`src/rtl/dscp_regs.svh`:
```
// constants of the dual serial control port host
`ifndef DSCP_REGS_SVH
`define DSCP_REGS_SVH
`define DSCP_CLK_MHZ 100
`define DSCP_CNT_W 10
`define DSCP_SPI_HALF_NS 50
`define DSCP_SPI_HALF_CYC ((`DSCP_SPI_HALF_NS * `DSCP_CLK_MHZ + 999) / 1000)
`define DSCP_CS_GAP_NS 6250
`define DSCP_CS_GAP_CYC ((`DSCP_CS_GAP_NS * `DSCP_CLK_MHZ + 999) / 1000)
`define DSCP_I2C_Q_NS 900
`define DSCP_I2C_Q_CYC ((`DSCP_I2C_Q_NS * `DSCP_CLK_MHZ + 999) / 1000)
`define DSCP_DEV_HI 5'h06
`define DSCP_GCALL_ADDR 8'h00
`define DSCP_PAGE_REG 7'h00
`define DSCP_PAGE_MASK 8'h01
`define DSCP_SPI_LAST 5'h0F
`define DSCP_SPI_BITS 5'h10
`define DSCP_ACK_BIT 5'h08
`define DSCP_READ_STEP 3'h5
`endif

```
`src/rtl/dscp_pkg.sv`:
```
// types of the dual serial control port host
`include "dscp_regs.svh"
package dscp_pkg;
  typedef enum logic [2:0] {S_IDLE, S_SPI_CS, S_SPI_BIT, S_SPI_END, S_WAIT, S_I2C_EL} dscp_fsm_type;
  typedef enum logic [1:0] {EL_START, EL_BYTE, EL_STOP} dscp_el_type;
  typedef struct packed {
    logic rd;
    logic gcall;
    logic [6:0] addr;
    logic [7:0] wdata;
  } dscp_cmd_type;
  typedef struct packed {
    logic valid;
    logic nack;
    logic [7:0] rdata;
  } dscp_rsp_type;
  typedef struct packed {
    dscp_el_type el;
    logic [8:0] tx;
  } dscp_elem_type;
  typedef struct packed {
    dscp_fsm_type fsm;
    dscp_el_type el;
    logic [`DSCP_CNT_W-1:0] cnt;
    logic [1:0] ph;
    logic [4:0] bitn;
    logic [2:0] step;
    logic [15:0] sh;
    logic [8:0] rx;
    dscp_cmd_type cmd;
    dscp_rsp_type rsp;
    logic spi;
    logic [1:0] asel;
    logic ready;
    logic page;
    logic multifunction_pin_0;
    logic multifunction_pin_1;
    logic multifunction_pin_3;
    logic lo;
    logic scl_oe;
    logic sda_oe;
    logic miso1;
    logic miso2;
    logic sda1;
    logic sda2;
    logic scl1;
    logic scl2;
  } dscp_state_type;
endpackage : dscp_pkg

```
`src/rtl/dscp_host.sv`:
```
// host controller for the codec control port, SPI or I2C
`timescale 1ns/1ps
`include "dscp_regs.svh"
module dscp_host
  import dscp_pkg::*;
(
  input wire logic MCLK,
  input wire logic RESET,
  input wire logic MODE_SPI,
  input wire logic [1:0] ADDR_STRAP,
  input wire logic CMD_VALID,
  input wire dscp_cmd_type CMD,
  output logic CMD_READY,
  output dscp_rsp_type RSP,
  output logic PAGE_SEL,
  output logic SELECT_PIN,
  output logic MULTIFUNCTION_PIN_0,
  output logic MULTIFUNCTION_PIN_1,
  input wire logic MULTIFUNCTION_PIN_2,
  output logic MULTIFUNCTION_PIN_3,
  input wire logic SCL_I,
  output logic SCL_O,
  output logic SCL_OE,
  input wire logic SDA_I,
  output logic SDA_O,
  output logic SDA_OE
);

  dscp_state_type s_q;
  dscp_state_type s_d;
  logic [9:0] hgap_q;
  logic [4:0] hedge_q;

  // element at a given step of a transaction
  function automatic dscp_elem_type dscp_plan(input dscp_cmd_type c, input logic [2:0] st,
                                              input logic [1:0] a);
    dscp_elem_type e;
    logic [6:0] dev;
    e.el = EL_BYTE;
    dev = {`DSCP_DEV_HI, a};
    e.tx = {dev, 1'b0, 1'b1};
    case (st)
      3'h0: e.el = EL_START;
      3'h1: begin
        if (c.gcall) e.tx = {`DSCP_GCALL_ADDR, 1'b1};
      end
      3'h2: e.tx = c.gcall ? {c.wdata, 1'b1} : {1'b0, c.addr, 1'b1};
      3'h3: begin
        if (c.gcall) e.el = EL_STOP;
        else if (c.rd) e.el = EL_START;
        else e.tx = {c.wdata, 1'b1};
      end
      3'h4: begin
        if (c.rd) e.tx = {dev, 1'b1, 1'b1};
        else e.el = EL_STOP;
      end
      3'h5: e.tx = 9'h1ff;
      default: e.el = EL_STOP;
    endcase
    return e;
  endfunction : dscp_plan

  always_comb begin
    dscp_elem_type e;
    logic [8:0] rxn;
    logic [7:0] wd;
    logic pg;
    logic tick;
    e = dscp_plan(s_q.cmd, s_q.step + 3'h1, s_q.asel);
    rxn = {s_q.rx[7:0], s_q.sda2};
    wd = (CMD.addr == `DSCP_PAGE_REG && !CMD.gcall) ? (CMD.wdata & `DSCP_PAGE_MASK) : CMD.wdata;
    pg = (s_q.cmd.addr == `DSCP_PAGE_REG) && !s_q.cmd.rd && !s_q.cmd.gcall && !s_q.rsp.nack;
    tick = (s_q.cnt == '0);
    s_d = s_q;
    s_d.miso1 = MULTIFUNCTION_PIN_2;
    s_d.miso2 = s_q.miso1;
    s_d.sda1 = SDA_I;
    s_d.sda2 = s_q.sda1;
    s_d.scl1 = SCL_I;
    s_d.scl2 = s_q.scl1;
    s_d.rsp.valid = 1'b0;
    s_d.cnt = tick ? s_q.cnt : s_q.cnt - 10'h001;
    case (s_q.fsm)
      S_IDLE: begin
        if (CMD_VALID) begin
          s_d.cmd = CMD;
          s_d.cmd.wdata = wd;
          s_d.ready = 1'b0;
          s_d.rsp.nack = 1'b0;
          s_d.rx = '0;
          if (s_q.spi) begin
            s_d.fsm = S_SPI_CS;
            s_d.multifunction_pin_0 = 1'b0;
            s_d.cnt = 10'(`DSCP_SPI_HALF_CYC);
            s_d.sh = {CMD.addr, CMD.rd, wd};
          end else begin
            s_d.fsm = S_I2C_EL;
            s_d.step = 3'h0;
            s_d.el = EL_START;
            s_d.ph = 2'h0;
            s_d.cnt = 10'(`DSCP_I2C_Q_CYC);
            s_d.scl_oe = 1'b1;
          end
        end
      end
      S_SPI_CS: begin
        if (tick) begin
          s_d.fsm = S_SPI_BIT;
          s_d.ph = 2'h0;
          s_d.bitn = 5'h00;
          s_d.multifunction_pin_1 = 1'b1;
          s_d.multifunction_pin_3 = s_q.sh[15];
          s_d.cnt = 10'(`DSCP_SPI_HALF_CYC);
        end
      end
      S_SPI_BIT: begin
        if (tick) begin
          s_d.cnt = 10'(`DSCP_SPI_HALF_CYC);
          if (s_q.ph == 2'h0) begin
            s_d.multifunction_pin_1 = 1'b0;
            s_d.rx = {s_q.rx[7:0], s_q.miso2};
            s_d.sh = {s_q.sh[14:0], 1'b0};
            s_d.ph = 2'h1;
          end else if (s_q.bitn == `DSCP_SPI_LAST) begin
            s_d.fsm = S_SPI_END;
          end else begin
            s_d.bitn = s_q.bitn + 5'h01;
            s_d.ph = 2'h0;
            s_d.multifunction_pin_1 = 1'b1;
            s_d.multifunction_pin_3 = s_q.sh[15];
          end
        end
      end
      S_SPI_END: begin
        if (tick) begin
          // one command byte and one data byte per frame, select rises
          s_d.multifunction_pin_0 = 1'b1;
          s_d.fsm = S_WAIT;
          s_d.cnt = 10'(`DSCP_CS_GAP_CYC);
          s_d.rsp.valid = 1'b1;
          s_d.rsp.rdata = s_q.rx[7:0];
          if (pg) s_d.page = s_q.cmd.wdata[0];
        end
      end
      S_WAIT: begin
        if (tick) begin
          s_d.fsm = S_IDLE;
          s_d.ready = 1'b1;
        end
      end
      S_I2C_EL: begin
        if (tick && !(s_q.ph == 2'h3 && !s_q.scl2)) begin
          s_d.cnt = 10'(`DSCP_I2C_Q_CYC);
          if (s_q.ph != 2'h3) begin
            s_d.ph = s_q.ph + 2'h1;
          end else if (s_q.el == EL_BYTE && s_q.bitn != `DSCP_ACK_BIT) begin
            s_d.rx = rxn;
            s_d.bitn = s_q.bitn + 5'h01;
            s_d.sh = {s_q.sh[14:0], 1'b0};
            s_d.ph = 2'h0;
          end else if (s_q.el == EL_BYTE && rxn[0]
                       && !(s_q.cmd.rd && s_q.step == `DSCP_READ_STEP)) begin
            s_d.rx = rxn;
            s_d.rsp.nack = 1'b1;
            s_d.el = EL_STOP;
            s_d.step = 3'h6;
            s_d.ph = 2'h0;
          end else if (s_q.el == EL_STOP) begin
            s_d.fsm = S_IDLE;
            s_d.ready = 1'b1;
            s_d.rsp.valid = 1'b1;
            if (pg) s_d.page = s_q.cmd.wdata[0];
          end else begin
            s_d.rx = rxn;
            if (s_q.cmd.rd && s_q.step == `DSCP_READ_STEP) s_d.rsp.rdata = rxn[8:1];
            s_d.step = s_q.step + 3'h1;
            s_d.el = e.el;
            s_d.sh = {e.tx, 7'h00};
            s_d.bitn = 5'h00;
            s_d.ph = 2'h0;
          end
          s_d.scl_oe = (s_d.ph < 2'h2);
          if (s_d.ph != 2'h0) begin
            case (s_d.el)
              EL_START: s_d.sda_oe = (s_d.ph == 2'h3);
              EL_STOP: s_d.sda_oe = (s_d.ph != 2'h3);
              default: s_d.sda_oe = !s_d.sh[15];
            endcase
          end
        end
      end
      default: s_d.fsm = S_IDLE;
    endcase
    if (RESET) begin
      s_d = '0;
      s_d.fsm = S_WAIT;
      s_d.cnt = 10'(`DSCP_CS_GAP_CYC);
      s_d.spi = MODE_SPI;
      s_d.asel = ADDR_STRAP;
      s_d.multifunction_pin_0 = MODE_SPI | ADDR_STRAP[0];
      s_d.multifunction_pin_1 = !MODE_SPI & ADDR_STRAP[1];
      s_d.el = EL_STOP;
      s_d.ph = 2'h3;
      s_d.miso2 = 1'b1;
      s_d.sda1 = 1'b1;
      s_d.sda2 = 1'b1;
      s_d.scl1 = 1'b1;
      s_d.scl2 = 1'b1;
    end
  end

  always_ff @(posedge MCLK) begin
    s_q <= s_d;
  end

  assign CMD_READY = s_q.ready;
  assign RSP = s_q.rsp;
  assign PAGE_SEL = s_q.page;
  assign SELECT_PIN = s_q.spi;
  assign MULTIFUNCTION_PIN_0 = s_q.multifunction_pin_0;
  assign MULTIFUNCTION_PIN_1 = s_q.multifunction_pin_1;
  assign MULTIFUNCTION_PIN_3 = s_q.multifunction_pin_3;
  assign SCL_O = s_q.lo;
  assign SDA_O = s_q.lo;
  assign SCL_OE = s_q.scl_oe;
  assign SDA_OE = s_q.sda_oe;

  // select-high time and clock edges per frame
  always_ff @(posedge MCLK) begin
    if (RESET) begin
      hgap_q <= 10'(`DSCP_CS_GAP_CYC);
      hedge_q <= 5'h00;
    end else begin
      if (!MULTIFUNCTION_PIN_0) hgap_q <= 10'h000;
      else if (hgap_q != 10'h3ff) hgap_q <= hgap_q + 10'h001;
      if (MULTIFUNCTION_PIN_0) hedge_q <= 5'h00;
      else if (s_d.multifunction_pin_1 && !s_q.multifunction_pin_1) hedge_q <= hedge_q + 5'h01;
    end
  end
endmodule : dscp_host

```
`config.mk`:
```
export PLATFORM = sky130hd
export DESIGN_NAME = dscp_host
export DESIGN_NICKNAME = d
export VERILOG_FILES = /design/src/rtl/dscp_pkg.sv /design/src/rtl/dscp_host.sv
export VERILOG_INCLUDE_DIRS = /design/src /design/src/rtl
export SDC_FILE = /design/constraint.sdc
export NUM_CORES = 1
export LEC_CHECK = 0
export ABC_AREA = 1
export BUFFER_PORTS_ARGS = -buffer_cell sky130_fd_sc_hd__buf_2
export CORE_ASPECT_RATIO = 1.4
export CORE_MARGIN = 2
export CORE_UTILIZATION = 25
export DETAILED_ROUTE_END_ITERATION = 8
export PLACE_DENSITY = 0.48
export SYNTH_ARGS = -nofsm -noshare
export SYNTH_HDL_FRONTEND = slang
export SYNTH_SLANG_ARGS = --single-unit
```
`constraint.sdc`:
```
create_clock -name MCLK -period 1.96 [get_ports MCLK]
set_input_delay 0.392 -clock MCLK [delete_from_list [all_inputs] [get_ports MCLK]]
set_output_delay 0.392 -clock MCLK [all_outputs]
set_load 0.01 [all_outputs]
```
==> metrics.yaml <==
drt_iter0_drc: 217
hold_buffers: 0
fin_ws_ns: 0.1332
clk_latency_ns: 0.36
firstDrtPassIters: 4
wl_met2_um: 9497
via_per_inst: 4.668
syn_inst: 813
area_delta_synth_final_pct: 27.23
finalCritPeriodShare: 0.9321
placed_cell_area_um2: 6415
n_antenna_cell: 0
vias: 5531
route.met3.wl_um: 501
portBuffers: 43
setup_viol: 0
synth.avg_cell_area_um2: 6.702
dp_slack_ns: -0.1725
synth.distinct_cells: 51
finalPower_mw: 7.747
maxSlewViolCount: 0
peakVddDrop_v: 0.0003789
core_area_um2: 21280
routed.top_layer: "met4"
design_area_um2: 6933
arrival_ns: 2.13
synthAdderAreaFrac: 0.02985
min_path_type: "in -> reg"
wl_um: 18160
seq_area_frac_synth: 0.3472
grt_first_pass_wirelength_um: 28770
crit_path_end_kind: "flop"
max_freq_mhz: 547.4
crit_fanout: 5
yosys.area_share.simple: 0.3463
fin_hold_ws_ns: 0.2238
synth-compound-area-share: 0.1564
hpwl_um: 14400
post-route-util: 0.3258
die_w_um: 128.8
final-hold-violation-count: 0
dp.cells: 1165
grt_pass1_vias: 5544
cts_made_buffers: 9
max-cap-violations: 0
min_period_ns: 1.827
clk_pin_slew_ns: 0.07
synthMuxAreaShare: 0
ys_top_cells_by_count: "171 x nand2_1, 100 x nor2_1, 95 x inv_1"
chipHeight_um: 178.7
synthXorXnorAreaFrac: 0.01125
synth_area_leader_cell: "dfxtp_1"
grt_max_degree: 35
drc: 0
drive_above_1_share: 0.2692
synth-edff-count: 5
fin_nets: 959
fin_setup_tns_ns: 0
synth_top_family_by_area: "simple AND/OR/NAND/NOR gates"
clock_sinks: 92
wl_met1_um: 7305
outcome: "complete, no violations"
critical_path_class: "reg -> reg"
cts_tree: "done"
std_cell_rows: 63
routabilityCongestion: 0.8713
yosys.cell_count.top_type: "nand2_1"
fin_skew_ns: 0.01137
ys_seq_elements: 92
ant_nets: 0
ios: 46
overflow: 0
post_drt_wl_per_cell_um: 15.32
cts.path.max_buffers: 2
start_util: 0.2560
synth_area_leaders: "dfxtp_1 32%, nand2_1 12%, nor2_1 6.9%"
die-area_um2: 23010
clockRootBuffer: "clkbuf_16"
grt_usage: 0.1633
yosys_warnings: 0
p_per_area_nw_per_um2: 1117
crit_required_ns: 2.26
async_flop_share: 0
yosysTopAreaCellShare: 0.3196
antenna_found_initial: 0
ys.flop_type: "dfxtp_1"
crit_path_start_kind: "flop"
power_leakage_nw: 3.168
synthesis.area_um2: 5449
htreeDepth: 3
grt_setup_unrepaired: "true"
stdcell_count: 1185
==> placed cells by master, fill, tap and decap left out, types with 9 or more instances in the layout <==
cell / instances
clkbuf_16: 9
o22ai_1: 14
nor2_2: 12
nor3_1: 24
nand2_2: 14
buf_4: 84
nor2_4: 10
nand3_1: 61
buf_2: 43
dfxtp_1: 77
nand2_1: 161
nor2_1: 90
o21ai_0: 66
nand4_1: 13
dfxtp_2: 9
inv_1: 87
a21oi_1: 38
inv_2: 14
==> worst max-delay path, stage by stage, from the launching register on <==
cell and delay (ns):
dfxtp_2 0.34, ha_2 0.20, and3_1 0.18, ha_2 0.18, nand2_2 0.07, nand2_1 0.06, nor2_1 0.12, and2_4 0.16
nand3_2 0.07, nor2_4 0.16, nand2_1 0.07, nand2_1 0.06, nand2_1 0.04, nor2_1 0.07
==> kinds of logic after synthesis <==
group	Yosys count
other	1
xor gates and xnor gates	7
AOI/OAI and AO/OA	150
buffers and inverters	136
DFF	92
and+or+nand+nor	414
adders and majority gates	13
==> power breakdown <==
| group | leakage (nW) | switching, mW | internal [mW] |
|---|---|---|---|
| Clock | 0.146 | 0.795 | 1.03 |
| Sequential | 0.761 | 0.239 | 2.20 |
| Combinational | 2.26 | 2.15 | 1.34 |
| Total | 3.17 | 3.18 | 4.57 |
==> sequential cells by signal, summed over array words and instances (netlist names) <==
signal	flops
SDA_OE	1
MULTIFUNCTION_PIN_0	1
MULTIFUNCTION_PIN_3	1
RSP	10
s_q	74
PAGE_SEL	1
CMD_READY	1
SELECT_PIN	1
SCL_OE	1
MULTIFUNCTION_PIN_1	1
==> layout make-up <==
class	count	area, um^2
flip-flops and latches	92	1907
well taps	260	325.3
clock inverters	5	60.06
multi-input cells	586	3137
clock buffers	11	242.7
repair buffers	128	865.8
inverters	103	395.4
fillers	2356	14350
==> final timing paths <==
check / start / endpoint / slack, ns / cells past startpoint
max: s_q[72]$_SDFFE_PP0P_ / s_q[74]$_SDFFE_PP0P_ / 0.13 / 13
min: ADDR_STRAP[0] / s_q[14]$_DFFE_PP_ / 0.22 / 1
max reg2reg: s_q[72]$_SDFFE_PP0P_ / s_q[74]$_SDFFE_PP0P_ / 0.13 / 13
min reg2reg: s_q[3]$_SDFF_PP1_ / s_q[2]$_SDFF_PP1_ / 0.41 / 1
==> what timing repair did <==
item                       in CTS  in global routing
setup endpoints to repair      16                 56
gates resized for setup         7                 65
pin swaps                       1                 13
setup buffers                   1                  3
==> layer usage <==
| layer | vias to the layer above | track usage |
|---|---|---|
| met4 | 0 | 0.08650 |
| met2 | 92 | 0.3018 |
| li1 | 2865 | - |
| met3 | 45 | 0.02835 |
| met5 | - | 0 |
| met1 | 2529 | 0.1753 |
No activity file was read; power rests on OpenSTA's default activity.
